`config.mk`:
```
export PLATFORM = sky130hd
export DESIGN_NAME = vkpc_keyer
export DESIGN_NICKNAME = d
export VERILOG_FILES = /design/src/design/vkpc_pkg.sv /design/src/design/vkpc_buf2.sv /design/src/design/vkpc_clamp.sv /design/src/design/vkpc_keyer.sv
export VERILOG_INCLUDE_DIRS = /design/src /design/src/design
export SDC_FILE = /design/constraint.sdc
export NUM_CORES = 1
export LEC_CHECK = 0
export BUFFER_PORTS_ARGS = -buffer_cell sky130_fd_sc_hd__buf_2
export CAP_MARGIN = 20
export CORE_MARGIN = 4
export CORE_UTILIZATION = 55
export DETAILED_ROUTE_END_ITERATION = 12
export GPL_TIMING_DRIVEN = 0
export PLACE_DENSITY_LB_ADDON = 0.3
export REMOVE_ABC_BUFFERS = 1
export SYNTH_ARGS = -nofsm -noshare
export SYNTH_HDL_FRONTEND = slang
export SYNTH_SLANG_ARGS = --single-unit
```
`constraint.sdc`:
```
create_clock -name i_clk -period 20.8 [get_ports i_clk]
set_input_delay 2.08 -clock i_clk [delete_from_list [all_inputs] [get_ports i_clk]]
set_output_delay 2.08 -clock i_clk [all_outputs]
set_load 0.01 [all_outputs]
```
`src/design/vkpc_params.svh`:
```
// Purpose : constants for the video keyer and pattern control block
// Assumes : 8-bit video samples, 25 MHz clock
// Notes   : definitions only
`ifndef VKPC_PARAMS_SVH
`define VKPC_PARAMS_SVH
`define VKPC_PIX_MAX      8'hFF
`define VKPC_LEGAL_LO     8'h10
`define VKPC_LEGAL_HI     8'hEB
`define VKPC_CHROMA_MAX   8'hC0
`define VKPC_CENTER_X     8'h80
`define VKPC_CENTER_Y     8'h80
`define VKPC_SURR_MIN     6'h01
`define VKPC_SURR_MAX     6'h03
`define VKPC_SHAD_H_MIN   6'h01
`define VKPC_SHAD_H_MAX   6'h06
`define VKPC_SHAD_W_MIN   6'h01
`define VKPC_SHAD_W_MAX   6'h3C
`define VKPC_NUM_PATTERNS 10
`define VKPC_NUM_SLOTS    4
`define VKPC_NUM_XPT      16
`endif

```
`src/design/vkpc_pkg.sv`:
```
// Purpose : shared types of the keyer and pattern control block
// Assumes : nothing
// Notes   : edge modes are binary-coded values 0 to 4 by construction of the enum
`default_nettype none
package vkpc_pkg;
  typedef enum logic [2:0] {
    VKPC_EDGE_NONE     = 3'b000,
    VKPC_EDGE_SURROUND = 3'b001,
    VKPC_EDGE_SHADOW   = 3'b010,
    VKPC_EDGE_EXTRUDE  = 3'b011,
    VKPC_EDGE_OUTLINE  = 3'b100
  } vkpc_edge_t;
endpackage
`default_nettype wire

```
`src/design/vkpc_buf2.sv`:
```
// Purpose : two-entry valid/ready buffer in the pixel path
// Assumes : single clock, async active-low reset
// Notes   : full throughput; ready depends only on occupancy
`default_nettype none
module vkpc_buf2 #(
  parameter int W = 8
) (
  input  wire logic         i_clk,     // clock
  input  wire logic         i_rst_n,   // async reset
  input  wire logic         i_valid,   // write valid
  output logic              o_ready,   // space available
  input  wire logic [W-1:0] i_data,    // write data
  output logic              o_valid,   // read valid
  input  wire logic         i_ready,   // reader accepts
  output logic [W-1:0]      o_data     // read data
);
  logic [W-1:0] mem [2];
  logic         wp;
  logic         rp;
  logic [1:0]   cnt;
  wire          wr = i_valid && o_ready;
  wire          rd = o_valid && i_ready;

  assign o_ready = (cnt != 2'h2);
  assign o_valid = (cnt != 2'h0);
  assign o_data  = mem[rp];

  always_ff @(posedge i_clk or negedge i_rst_n) begin
    if (!i_rst_n) begin
      wp  <= 1'b0;
      rp  <= 1'b0;
      cnt <= 2'h0;
    end else begin
      if (wr) wp <= ~wp;
      if (rd) rp <= ~rp;
      cnt <= cnt + {1'b0, wr} - {1'b0, rd};
    end
  end

  always_ff @(posedge i_clk) begin
    if (wr) mem[wp] <= i_data;
  end
endmodule
`default_nettype wire

```
`src/design/vkpc_clamp.sv`:
```
// Purpose : clamp a line count into a legal range
// Assumes : combinational helper
// Notes   : used for each edge-effect dimension
`default_nettype none
module vkpc_clamp (
  input  wire logic [5:0] i_val,   // requested count
  input  wire logic [5:0] i_min,   // least legal
  input  wire logic [5:0] i_max,   // most legal
  output logic      [5:0] o_val    // clamped count
);
  always_comb begin
    if (i_val < i_min)      o_val = i_min;
    else if (i_val > i_max) o_val = i_max;
    else                    o_val = i_val;
  end
endmodule
`default_nettype wire

```
`src/design/vkpc_keyer.sv`:
```
// Purpose : one keyer with its pattern generator controls
// Assumes : panel buttons are one-cycle pulses on i_clk; knobs are levels
// Notes   : pixels pass a two-entry buffer so a stalled sink loses none
`include "vkpc_params.svh"
`default_nettype none
module vkpc_keyer #(
  parameter int NXPT = `VKPC_NUM_XPT
) (
  input  wire logic       i_clk,              // 25 MHz clock
  input  wire logic       i_rst_n,            // async reset, active low
  input  wire logic       i_show_white_press, // white-fill view toggle
  input  wire logic [7:0] i_opacity,          // key translucence knob
  input  wire logic [7:0] i_clip,             // clip / fg threshold
  input  wire logic [7:0] i_gain,             // gain / bg threshold
  input  wire logic       i_split_mode,       // split threshold mode
  input  wire logic [2:0] i_edge_sel,         // requested edge mode
  input  wire logic       i_edge_sel_strobe,  // take edge mode
  input  wire logic [5:0] i_edge_h,           // edge height lines
  input  wire logic [5:0] i_edge_w,           // edge width lines
  input  wire logic       i_shadow_left,      // shadow side select; no logic reads it
  input  wire logic       i_key_mem_en,       // key memory enable
  input  wire logic [3:0] i_xpt,              // key-bus crosspoint
  input  wire logic       i_xpt_strobe,       // crosspoint selected
  input  wire logic [7:0] i_matte_hue,        // matte hue
  input  wire logic [7:0] i_matte_saturation, // matte saturation
  input  wire logic [7:0] i_matte_brightness, // matte brightness
  input  wire logic [7:0] i_matte_opacity,    // matte translucence
  input  wire logic       i_legal_range,      // clamp matte to legal
  input  wire logic [9:0] i_pattern_press,    // pattern buttons
  input  wire logic       i_store_press,      // pattern store command
  input  wire logic [3:0] i_slot_press,       // slot buttons
  input  wire logic       i_undo_press,       // undo
  input  wire logic       i_other_press,      // any other button
  input  wire logic       i_pos_toggle,       // positioner on/off
  input  wire logic       i_center_press,     // centre pattern
  input  wire logic signed [7:0] i_move_x,    // positioner delta x
  input  wire logic signed [7:0] i_move_y,    // positioner delta y
  input  wire logic       i_dir_normal,       // normal direction
  input  wire logic       i_dir_reverse,      // reverse direction
  input  wire logic       i_alt_toggle,       // alternating on/off
  input  wire logic       i_wipe_done,        // a wipe finished
  input  wire logic       i_border_toggle,    // pattern border
  input  wire logic [7:0] i_border_width,     // border width knob
  input  wire logic       i_soft_toggle,      // edge diffusion
  input  wire logic [7:0] i_softness,         // softness knob
  input  wire logic       i_edge_balance_enable, // symmetry enable
  input  wire logic [7:0] i_symmetry,         // symmetry knob
  input  wire logic       i_polarity_toggle,  // region polarity
  input  wire logic       i_pix_valid,        // pixel in valid
  output logic            o_pix_ready,        // pixel in ready
  input  wire logic [7:0] i_key_luma,         // key source luma
  input  wire logic [7:0] i_fill,             // fill pixel
  input  wire logic [7:0] i_bkgd,             // background pixel
  input  wire logic       i_pat_white,        // pattern white region
  input  wire logic       i_edge_px,          // pixel in edge band
  output logic            o_pix_valid,        // pixel out valid
  input  wire logic       i_pix_ready,        // sink ready
  output logic [7:0]      o_pix,              // keyed pixel
  output logic            o_show_white,       // white view active
  output logic [2:0]      o_edge_mode,        // active edge mode
  output logic [5:0]      o_edge_h_eff,       // clamped height
  output logic [5:0]      o_edge_w_eff,       // clamped width
  output logic [9:0]      o_pattern_sel,      // lit pattern
  output logic [7:0]      o_pos_x,            // pattern x
  output logic [7:0]      o_pos_y,            // pattern y
  output logic            o_pos_en,           // positioner on
  output logic            o_wipe_reverse,     // next wipe reversed
  output logic [7:0]      o_border_w_eff,     // border width used
  output logic [7:0]      o_soft_eff,         // softness used
  output logic [7:0]      o_edge_balance_enable_eff,         // symmetry used
  output logic [7:0]      o_matte_y,          // matte luma
  output logic [7:0]      o_matte_c,          // matte chroma
  output logic [7:0]      o_matte_alpha       // matte opacity
);
  // pattern setup word: pattern, border, soft, edge_balance_enable, polarity, dir
  localparam int PW = 15;
  logic             show_white;
  vkpc_pkg::vkpc_edge_t edge_mode;
  logic [5:0]       edge_h;
  logic [5:0]       edge_w;
  logic [9:0]       pat_sel;
  logic             border_en;
  logic             soft_en;
  logic             edge_balance_enable_en;
  logic             polarity;
  logic             dir_rev;
  logic             alt_en;
  logic             alt_phase;
  logic             store_armed;
  logic             undo_ok;
  logic [PW-1:0]    undo_word;
  logic [PW-1:0]    slot_mem [`VKPC_NUM_SLOTS];
  logic [18:0]      key_mem [NXPT];
  logic [3:0]       cur_xpt;
  logic             pos_en;
  logic [7:0]       last_x;
  logic [7:0]       last_y;
  logic [PW-1:0]    cur_word;
  logic [PW-1:0]    next_word;
  logic             next_load;
  logic [1:0]       slot_idx;
  logic [5:0]       h_cl;
  logic [5:0]       w_cl;
  logic [5:0]       hmin;
  logic [5:0]       hmax;
  logic [5:0]       wmax;

  assign cur_word = {pat_sel, border_en, soft_en, edge_balance_enable_en, polarity,
                     dir_rev};

  always_comb begin
    slot_idx = 2'h0;
    for (int i = `VKPC_NUM_SLOTS - 1; i >= 0; i--) begin
      if (i_slot_press[i]) slot_idx = 2'(i);
    end
  end

  always_ff @(posedge i_clk or negedge i_rst_n) begin
    if (!i_rst_n) show_white <= 1'b0;
    else if (i_show_white_press) show_white <= ~show_white;
  end

  // edge mode, edge sizes and crosspoint select share one process; key memory is written in its own
  always_ff @(posedge i_clk or negedge i_rst_n) begin
    if (!i_rst_n) begin
      edge_mode <= vkpc_pkg::VKPC_EDGE_NONE;
      edge_h    <= `VKPC_SHAD_H_MIN;
      edge_w    <= `VKPC_SHAD_W_MIN;
      cur_xpt   <= 4'h0;
    end else if (i_xpt_strobe) begin
      cur_xpt <= i_xpt;
      if (i_key_mem_en) begin
        edge_mode <= vkpc_pkg::vkpc_edge_t'(key_mem[i_xpt][2:0]);
        edge_h    <= key_mem[i_xpt][8:3];
        edge_w    <= key_mem[i_xpt][14:9];
      end
    end else begin
      if (i_edge_sel_strobe && i_edge_sel <= 3'h4)
        edge_mode <= vkpc_pkg::vkpc_edge_t'(i_edge_sel);
      edge_h <= h_cl;
      edge_w <= w_cl;
    end
  end

  always_ff @(posedge i_clk) begin
    if (i_key_mem_en && !i_xpt_strobe)
      key_mem[cur_xpt] <= {4'h0, edge_w, edge_h, edge_mode};
  end

  always_comb begin
    hmin = `VKPC_SHAD_H_MIN;
    hmax = `VKPC_SHAD_H_MAX;
    wmax = `VKPC_SHAD_W_MAX;
    if (edge_mode == vkpc_pkg::VKPC_EDGE_SURROUND ||
        edge_mode == vkpc_pkg::VKPC_EDGE_OUTLINE) begin
      hmin = `VKPC_SURR_MIN;
      hmax = `VKPC_SURR_MAX;
      wmax = `VKPC_SURR_MAX;
    end
  end

  vkpc_clamp u_clamp_h (
    .i_val (i_edge_h),
    .i_min (hmin),
    .i_max (hmax),
    .o_val (h_cl)
  );
  vkpc_clamp u_clamp_w (
    .i_val (i_edge_w),
    .i_min (`VKPC_SHAD_W_MIN),
    .i_max (wmax),
    .o_val (w_cl)
  );

  // pattern setup: radio group, slots, undo, modifiers
  always_comb begin
    next_load = 1'b0;
    next_word = cur_word;
    if (i_undo_press && undo_ok) begin
      next_load = 1'b1;
      next_word = undo_word;
    end else if (|i_slot_press && !store_armed) begin
      next_load = 1'b1;
      next_word = slot_mem[slot_idx];
    end
  end

  always_ff @(posedge i_clk or negedge i_rst_n) begin
    if (!i_rst_n) begin
      pat_sel   <= 10'h001;
      border_en <= 1'b0;
      soft_en   <= 1'b0;
      edge_balance_enable_en   <= 1'b0;
      polarity  <= 1'b0;
      dir_rev   <= 1'b0;
    end else if (next_load) begin
      {pat_sel, border_en, soft_en, edge_balance_enable_en, polarity, dir_rev} <= next_word;
    end else begin
      for (int i = `VKPC_NUM_PATTERNS - 1; i >= 0; i--) begin
        if (i_pattern_press[i]) pat_sel <= 10'h001 << i;
      end
      if (i_border_toggle) border_en <= ~border_en;
      if (i_soft_toggle) soft_en <= ~soft_en;
      if (i_edge_balance_enable) edge_balance_enable_en <= ~edge_balance_enable_en;
      if (i_polarity_toggle) polarity <= ~polarity;
      if (i_dir_normal) dir_rev <= 1'b0;
      else if (i_dir_reverse) dir_rev <= 1'b1;
    end
  end

  always_ff @(posedge i_clk or negedge i_rst_n) begin
    if (!i_rst_n) begin
      store_armed <= 1'b0;
      undo_ok     <= 1'b0;
      undo_word   <= '0;
    end else begin
      if (i_store_press) store_armed <= 1'b1;
      else if (|i_slot_press || i_other_press) store_armed <= 1'b0;
      if (|i_slot_press && (store_armed || !i_undo_press)) begin
        undo_ok   <= 1'b1;
        undo_word <= cur_word;
      end else if (i_undo_press || i_other_press || i_store_press ||
                   |i_pattern_press) begin
        undo_ok <= 1'b0;
      end
    end
  end

  always_ff @(posedge i_clk) begin
    if (|i_slot_press && store_armed)
      slot_mem[slot_idx] <= cur_word;
  end

  // wipe direction with alternating phase
  always_ff @(posedge i_clk or negedge i_rst_n) begin
    if (!i_rst_n) begin
      alt_en    <= 1'b0;
      alt_phase <= 1'b0;
    end else begin
      if (i_alt_toggle) begin
        alt_en    <= ~alt_en;
        alt_phase <= 1'b0;
      end else if (i_dir_normal || i_dir_reverse) begin
        alt_phase <= 1'b0;
      end else if (i_wipe_done && alt_en) begin
        alt_phase <= ~alt_phase;
      end
    end
  end

  // positioner
  always_ff @(posedge i_clk or negedge i_rst_n) begin
    if (!i_rst_n) begin
      pos_en <= 1'b0;
      last_x <= `VKPC_CENTER_X;
      last_y <= `VKPC_CENTER_Y;
    end else begin
      if (i_pos_toggle) pos_en <= ~pos_en;
      if (i_center_press) begin
        last_x <= `VKPC_CENTER_X;
        last_y <= `VKPC_CENTER_Y;
      end else if (pos_en) begin
        last_x <= last_x + i_move_x;
        last_y <= last_y + i_move_y;
      end
    end
  end

  // key computation
  logic [7:0]  key_raw;
  logic [8:0]  d;
  logic [15:0] gk;
  logic [7:0]  key_lin;
  logic [15:0] k_scaled;
  logic [7:0]  k_eff;
  logic [7:0]  fill_v;
  logic [7:0]  lm;
  logic [15:0] blend;
  logic        in_region;
  logic [7:0]  matte_c_raw;

  always_comb begin
    d      = {1'b0, i_key_luma} - {1'b0, i_clip};
    gk     = 16'h0000;
    if (i_split_mode) begin
      if (i_key_luma > i_clip) key_raw = `VKPC_PIX_MAX;
      else if (i_key_luma < i_gain) key_raw = 8'h00;
      else key_raw = 8'(({8'h00, i_key_luma - i_gain} << 8) /
                      {7'h00, {1'b0, i_clip - i_gain} + 9'h001});
    end else if (d[8] || d == 9'h000) begin
      key_raw = 8'h00;
    end else begin
      gk = d[7:0] * ({8'h00, i_gain} + 16'h0001);
      key_raw = (gk[15:4] > 12'h0FF) ? `VKPC_PIX_MAX : gk[11:4];
    end
    in_region = polarity ? !i_pat_white : i_pat_white;
    key_lin = key_raw;
    unique case (edge_mode)
      vkpc_pkg::VKPC_EDGE_OUTLINE: key_lin = i_edge_px ? 8'hFF : 8'h00;
      default: if (i_edge_px && edge_mode != vkpc_pkg::VKPC_EDGE_NONE)
                 key_lin = `VKPC_PIX_MAX;
    endcase
    // adding key_lin once lets a full-clockwise knob pass the key unscaled
    k_scaled = key_lin * i_opacity + {8'h00, key_lin};
    k_eff    = in_region ? k_scaled[15:8] : 8'h00;
    fill_v   = show_white ? `VKPC_PIX_MAX :
               ((i_edge_px && edge_mode != vkpc_pkg::VKPC_EDGE_NONE) ?
                o_matte_y : i_fill);
    // weights sum to 256 so a zero key passes background exactly
    blend = fill_v * k_eff + i_bkgd * (8'hFF - k_eff) +
            {8'h00, i_bkgd};
    matte_c_raw = i_matte_saturation ^ i_matte_hue;
    lm = i_matte_brightness;
    if (i_legal_range) begin
      if (lm < `VKPC_LEGAL_LO) lm = `VKPC_LEGAL_LO;
      else if (lm > `VKPC_LEGAL_HI) lm = `VKPC_LEGAL_HI;
    end
  end

  vkpc_buf2 #(.W(8)) u_buf (
    .i_clk   (i_clk),
    .i_rst_n (i_rst_n),
    .i_valid (i_pix_valid),
    .o_ready (o_pix_ready),
    .i_data  (blend[15:8]),
    .o_valid (o_pix_valid),
    .i_ready (i_pix_ready),
    .o_data  (o_pix)
  );

  // registered status outputs
  always_ff @(posedge i_clk or negedge i_rst_n) begin
    if (!i_rst_n) begin
      o_show_white   <= 1'b0;
      o_edge_mode    <= 3'h0;
      o_edge_h_eff   <= 6'h00;
      o_edge_w_eff   <= 6'h00;
      o_pattern_sel  <= 10'h001;
      o_pos_x        <= `VKPC_CENTER_X;
      o_pos_y        <= `VKPC_CENTER_Y;
      o_pos_en       <= 1'b0;
      o_wipe_reverse <= 1'b0;
      o_border_w_eff <= 8'h00;
      o_soft_eff     <= 8'h00;
      o_edge_balance_enable_eff     <= 8'h80;
      o_matte_y      <= 8'h00;
      o_matte_c      <= 8'h00;
      o_matte_alpha  <= 8'h00;
    end else begin
      o_show_white   <= show_white;
      o_edge_mode    <= edge_mode;
      o_edge_h_eff   <= edge_h;
      o_edge_w_eff   <= edge_w;
      o_pattern_sel  <= pat_sel;
      o_pos_x        <= last_x;
      o_pos_y        <= last_y;
      o_pos_en       <= pos_en;
      o_wipe_reverse <= dir_rev ^ (alt_en & alt_phase);
      o_border_w_eff <= border_en ? i_border_width : 8'h00;
      o_soft_eff     <= soft_en ? i_softness : 8'h00;
      o_edge_balance_enable_eff     <= (soft_en && edge_balance_enable_en) ? i_symmetry : 8'h80;
      o_matte_y      <= lm;
      o_matte_c      <= (i_legal_range && matte_c_raw > `VKPC_CHROMA_MAX) ?
                        `VKPC_CHROMA_MAX : matte_c_raw;
      o_matte_alpha  <= i_matte_opacity;
    end
  end

  chk_white_toggle: assert property (@(posedge i_clk) disable iff (!i_rst_n)
    i_show_white_press |=> show_white != $past(show_white))
    else $error("white view did not toggle");
  chk_clip_below: assert property (@(posedge i_clk) disable iff (!i_rst_n)
    (!i_split_mode && i_key_luma <= i_clip) |-> key_raw == 8'h00)
    else $error("luma under clip cut a hole");
  chk_split_fg: assert property (@(posedge i_clk) disable iff (!i_rst_n)
    (i_split_mode && i_key_luma > i_clip) |-> key_raw == 8'hFF)
    else $error("split fg not full");
  chk_edge_legal: assert property (@(posedge i_clk) disable iff (!i_rst_n)
    edge_mode <= 3'h4)
    else $error("illegal edge mode");
  chk_surr_width: assert property (@(posedge i_clk) disable iff (!i_rst_n)
    (edge_mode == vkpc_pkg::VKPC_EDGE_SURROUND) |=> ##1
    (edge_w <= 6'h03 || edge_mode != vkpc_pkg::VKPC_EDGE_SURROUND))
    else $error("surround width over three");
  chk_shadow_range: assert property (@(posedge i_clk) disable iff (!i_rst_n)
    edge_h <= 6'h06 && edge_w <= 6'h3C && edge_w >= 6'h01)
    else $error("edge size out of range");
  chk_pattern_onehot: assert property (@(posedge i_clk) disable iff (!i_rst_n)
    $onehot(pat_sel))
    else $error("pattern select not one-hot");
  chk_center_pos: assert property (@(posedge i_clk) disable iff (!i_rst_n)
    i_center_press |=> last_x == 8'h80 && last_y == 8'h80)
    else $error("centre not restored");
  chk_edge_balance_enable_off: assert property (@(posedge i_clk) disable iff (!i_rst_n)
    !soft_en |=> o_edge_balance_enable_eff == 8'h80)
    else $error("symmetry active without diffusion");
  chk_undo_restore: assert property (@(posedge i_clk) disable iff (!i_rst_n)
    (i_undo_press && undo_ok) |=> cur_word == $past(undo_word))
    else $error("undo did not restore");
  cov_store: cover property (@(posedge i_clk) disable iff (!i_rst_n)
    store_armed && |i_slot_press);
  cov_undo: cover property (@(posedge i_clk) disable iff (!i_rst_n)
    i_undo_press && undo_ok);
  cov_stall: cover property (@(posedge i_clk) disable iff (!i_rst_n)
    !o_pix_ready);
  cov_alt: cover property (@(posedge i_clk) disable iff (!i_rst_n)
    alt_en && i_wipe_done);
endmodule
`default_nettype wire

```
==> metrics.cfg, run 1 <==
[grt]
overflow=0
grtUsageTotal_pct=26.7
grt_pass1_vias=27375
antenna_found_initial=7
grt_pass1_wl_um=145000
grt_max_degree=119

[clocking]
clock_path_buffers=3
cts_tree=done
clock_latency_ns=0.60
root_buffer=clkbuf_16
htreeDepth=2
path_clk_slew_ns=0.06
cts.sinks=483
cts-buffers-inserted=50
cts_hold_buf=0

[placement]
io_buffers=279
post-place-ws_ns=-28.00
routabilityCongestion=0.891
hpwl_um=62500
dp_cells=4264

[cells_and_area]
layout-drive-gt1-share_pct=30.9
final_cells=4663
fin_nets=4421
fin_util_pct=69.4
area_growth_pct=24.2

[timing]
finalCriticalPeriod_ns=38.48
rsz0062_at_grt=true
timing.final.crit_share_pct=185
tightest_slew_ns=1.19
tns_ns=-280.51
setup_slack_ns=-17.68
hold_violations=0
slew_headroom_pct=20.2
slew_violations=0
setup_viol=16
finalClockSkew_ns=0.0327
clock.fmax_mhz=26.0

[die]
fp.dieArea_um2=68400
die_y_um=262
core_um2=63300
rows=92
initial_core_util_pct=55.8
fp.dieW_um=262
io-pin-count=281

[yosys]
ys_seq_elements=483
synth-async-reset-ratio_pct=34.6
ys.flop_type=edfxtp_1
synth_edf_count=316
ys_types=115
synth_seq_area_share_pct=38.7
syn-instance-count=3196
ys_warn_count=0
syn-mean-instance-area_um2=11.1
syn_area_um2=35400

[min_path]
hp-start=last_y[7]
hp-class=reg -> reg

[run]
cap_violations=0

[detailed_routing]
wl_um=95600
drc=0
num_vias=27353
vias_per_cell=5.87
drtAntennaViolNets=0
drt-initial-drc-count=2193
drt-pass1-iter-count=6
wl_per_cell_um=20.5

[critical_path]
cp.required_ns=21.24
critPathKind=in -> reg
worstSetupStartpointType=input pin
arrival_ns=38.92
worst_setup_path_end_kind=flop
max_stage_delay_ns=0.57
worstReg2RegStart=edge_mode[2]
cp_slowest_cell=fa_1
critPathLaunch=i_clip[0]
critPathMaxFanout=16
path_common_cell=buf_4

[outcome]
violations=negative setup slack
status=finished, violations left

final cells by class:
class	instances	area, µm²
inverter	333	1270
clock buffer	62	1300
antenna	6	15.0
sequential	483	13700
timing repair buffer	607	4230
multi-input combinational	2295	22000
fill	4359	19400
timing repair inverter	1	5.00
tap	846	1060
clock inverter	30	313
through the flow:
stage	instance area, µm²	hold slack, ns
final	43900	0.372
after global routing	43900	0.381
after CTS	42700	0.374
after detailed placement	38000	0.363
after global placement	37400	0.364
after floorplan	35000	0.358
timing repair:
| action | in CTS | in global routing |
|---|---|---|
| cloned | 7 | 0 |
| gates resized for setup | 309 | 129 |
| pin swaps | 206 | 167 |
| setup endpoints to repair | 16 | 16 |
| buffers inserted | 213 | 81 |
state kept, by name, indices dropped and copies added, names as in the netlist, 4 cells and up:
signal / flops
last_x: 8
o_border_w_eff: 8
o_matte_y: 8
o_pattern_sel: 10
undo_word: 15
o_edge_balance_enable_eff: 8
cur_xpt: 4
slot_mem: 60
o_edge_h_eff: 6
o_pos_x: 8
key_mem: 240
pat_sel: 10
last_y: 8
o_edge_w_eff: 6
o_matte_alpha: 8
edge_w: 6
edge_h: 6
o_matte_c: 8
u_buf.mem: 16
o_soft_eff: 8
o_pos_y: 8
synth_stat cells, types with 9 or more instances:
cell | count | share of area [%]
or2_2 | 18 | 0.32
dfstp_2 | 9 | 0.67
or3_1 | 15 | 0.27
fa_1 | 191 | 11
nor2_1 | 239 | 2.5
a21oi_1 | 126 | 1.8
and3_1 | 26 | 0.46
a211oi_1 | 13 | 0.28
a221o_1 | 18 | 0.51
mux2_2 | 56 | 1.8
a221oi_1 | 13 | 0.32
and2_1 | 90 | 1.6
mux4_2 | 72 | 4.6
inv_1 | 333 | 3.5
o21bai_1 | 14 | 0.30
o211ai_1 | 12 | 0.25
nor3_1 | 56 | 0.79
a21o_1 | 78 | 1.7
o21ai_0 | 129 | 1.8
nand3b_1 | 9 | 0.19
ha_1 | 280 | 9.9
a21boi_0 | 11 | 0.23
o31ai_1 | 11 | 0.23
nand4_1 | 19 | 0.34
xor2_1 | 52 | 1.3
a31oi_1 | 18 | 0.32
nand3_1 | 46 | 0.65
nor4_1 | 15 | 0.27
clkbuf_1 | 66 | 0.70
mux2i_1 | 44 | 1.2
dfrtp_1 | 158 | 11
nand2_1 | 219 | 2.3
o21a_1 | 38 | 0.81
buf_1 | 15 | 0.16
xnor2_1 | 98 | 2.4
nor2b_1 | 65 | 1.2
nand2b_1 | 55 | 0.97
edfxtp_1 | 316 | 27
worst max-delay path, delay by kind of cell:
family / cells / cell delay, ns
buf+inv: 35 / 4.03
fa+ha+maj: 29 / 9.88
compound gates: 73 / 12.81
simple gates: 57 / 8.29
mux: 7 / 1.90
final timing paths:
kind / endpoint / slack [ns] / cells after the start
min: o_pos_y[7] / 0.37 / 0
max: u_buf.mem[0][6] / -17.68 / 201
min reg2reg: o_pos_y[7] / 0.37 / 0
max reg2reg: u_buf.mem[0][6] / 8.91 / 41
max in group asynchronous: o_pos_y[4] / 18.43 / 2
min in group asynchronous: o_show_white / 1.39 / 1
placed cells by master, fill, tap and decap left out, drive strengths merged, types with 11 or more instances in the layout:
cell and instances:
a211oi 17, a21boi 11, a21o 79, a21oi 127, a221o 18, a221oi 13
a31oi 19, and2 92, and3 26, buf 607, clkbuf 62, clkinv 19
dfrtp 158, edfxtp 316, fa 191, ha 280, inv 336, mux2 57
mux2i 47, mux4 72, nand2 219, nand2b 55, nand3 47, nand4 20
nor2 241, nor2b 65, nor3 59, nor4 20, o211ai 13, o21a 38
o21ai 131, o21bai 15, o31ai 11, or2 22, or3 15, xnor2 102
xor2 53
layer usage:
| metal | global-route usage, % | vias to the layer above | part of all wire (%) | routed length [µm] |
|---|---|---|---|---|
| met5 | 0 | - | 0.039 | 37 |
| met2 | 45.8 | 1114 | 50 | 47600 |
| met1 | 34.5 | 13409 | 39 | 37600 |
| met4 | 8.01 | 6 | 3.6 | 3450 |
| li1 | - | 12526 | - | - |
| met3 | 5.30 | 298 | 7.2 | 6870 |
cell families after synthesis:
kind of cell / after synthesis / share of synthesized area [%]
xor gates and xnor gates: 154 / 3.90
and+or+nand+nor: 920 / 13.2
DFF: 483 / 38.7
buffers and inverters: 423 / 4.56
AOI/OAI and AO/OA: 569 / 11.1
muxes: 176 / 7.83
adders and majority gates: 471 / 20.7
Power of run 1 is not shown: default switching activity piles up to over one toggle a cycle in this logic, so the estimate is an artifact.
==> run 2: changes to the inputs <==
- SETUP_SLACK_MARGIN: not set -> 0.4
==> run 2 against run 1 <==
- the flow still finishes with violations (negative setup slack)
- via count about the same
- wire length about the same
- hold slack barely moved
- flip-flop and latch count unchanged
- utilization is the same
- register-to-register slack about the same
- sequential share of layout area unchanged
- fmax is essentially flat
- count of clock-buffer cells in the layout did not move
- clock skew about the same
- cell count did not move
- global-route usage did not move
- critical path type unchanged
- largest cell class unchanged
==> metrics.cfg, run 2 (same netlist as run 1, synthesis figures left out) <==
[outcome]
status=finished, violations left
violations=negative setup slack

[cells_and_area]
largest_reg_flops=240
largest_register=key_mem
top_regs=key_mem x240, slot_mem x60, u_buf.mem x16
final_cells=4663
fin_area_um2=43900
final_cell_mix=316 x edfxtp_1, 305 x inv_1, 278 x buf_4, 273 x buf_2, 230 x ha_1
layout-drive-gt1-share_pct=30.9
fillers=4359
area_growth_pct=24.2
final_common_cell=edfxtp_1
fin_nets=4421

[grt]
grtUsageTotal_pct=26.7
grt_pass1_wl_um=145000
grt_max_degree=119
antenna_found_initial=7
overflow=0
grt_pass1_vias=27375

[timing]
hold_violations=0
tightest_slew_ns=1.20
timing.final.crit_share_pct=185
setup_slack_ns=-17.69
finalClockSkew_ns=0.0327
slew_violations=0
finalCriticalPeriod_ns=38.49
clock.fmax_mhz=26.0
setup_viol=16
slew_headroom_pct=19.8
rsz0062_at_grt=true

[detailed_routing]
drt-initial-drc-count=2173
drtAntennaViolNets=0
wl_um=95600
drt-pass1-iter-count=6
num_vias=27352
vias_per_cell=5.87
drc=0
wl_per_cell_um=20.5

[critical_path]
path_common_cell=buf_4
cp.required_ns=21.24
worstSetupStartpointType=input pin
critPathKind=in -> reg
arrival_ns=38.93
critPathMaxFanout=16
cp_slowest_cell=fa_1
worst_setup_path_end_kind=flop
max_stage_delay_ns=0.57

[placement]
io_buffers=279
dp_cells=4264
routabilityCongestion=0.891
hpwl_um=62500
dpl_cell_area_um2=38000

[clocking]
cts-buffers-inserted=50
root_buffer=clkbuf_16
cts_tree=done
cts_hold_buf=0
clock_path_buffers=3
htreeDepth=2
path_clk_slew_ns=0.06
clock_latency_ns=0.60
cts.sinks=483

[die]
rows=92
core_um2=63300
fp.dieW_um=262
fp.dieArea_um2=68400
initial_core_util_pct=55.8
io-pin-count=281
die_y_um=262

[min_path]
hp-class=reg -> reg

[run]
cap_violations=0

[run 2: cell counts in the layout (fill, tap and decap cells not counted)]
No cell type changed its count.
[run 2: timing repair]
action	4_1_cts	5_1_grt
buffers inserted	213	81
gates resized for setup	309	129
cloned	7	0
endpoints found under the setup margin	16	16
pin swaps	206	167
[run 2: layout make-up]
| type | instances | area [µm²] | area share (%) |
|---|---|---|---|
| antenna | 6 | 15.0 | 0.0342 |
| clock buffer | 62 | 1300 | 2.95 |
| clock inverter | 30 | 313 | 0.712 |
| inverter | 333 | 1270 | 2.89 |
| multi-input combinational | 2295 | 22000 | 50.2 |
| sequential | 483 | 13700 | 31.1 |
| tap | 846 | 1060 | 2.41 |
| timing repair buffer | 607 | 4230 | 9.64 |
| timing repair inverter | 1 | 5.00 | 0.0114 |
[run 2: worst paths after layout]
check	from	end	slack (ns)	depth (start not counted)
hold / removal	last_y[7]	o_pos_y[7]	0.37	0
min in group asynchronous	i_rst_n	o_show_white	1.39	1
setup / recovery	i_clip[0]	u_buf.mem[0][6]	-17.69	201
hold reg to reg	last_y[7]	o_pos_y[7]	0.37	0
max in group asynchronous	i_rst_n	o_pos_y[4]	18.43	2
setup reg to reg	edge_mode[2]	u_buf.mem[0][6]	8.92	41
[run 2: worst max-delay path: cells and delay by family]
family | cells | cell delay (ns)
buffers and inverters | 35 | 4.03
adders and majority gates | 29 | 9.85
AOI/OAI and AO/OA | 73 | 12.81
and+or+nand+nor | 57 | 8.26
muxes | 7 | 1.90
[run 2: per-stage QoR]
step | hold WS [ns] | setup TNS [ns] | util, % | worst slack (ns)
3_3_place_gp | 0.364 | -444.80 | 59.1 | -28.05
6_report | 0.372 | -280.72 | 69.4 | -17.69
4_1_cts | 0.374 | -261.30 | 67.4 | -16.46
3_5_place_dp | 0.363 | -444.03 | 60.0 | -28.00
2_1_floorplan | 0.358 | -325.56 | - | -20.63
5_1_grt | 0.381 | -306.14 | 69.3 | -19.29
[run 2: metal layers]
metal  track usage, %  share of wire [%]  vias up
li1                 -                  -    12526
met1             34.5                 39    13427
met2             45.8                 50     1095
met3             5.30                7.2      298
met4             8.01                3.6        6
met5                0              0.039        -
Power of run 2 is left out for the same reason.
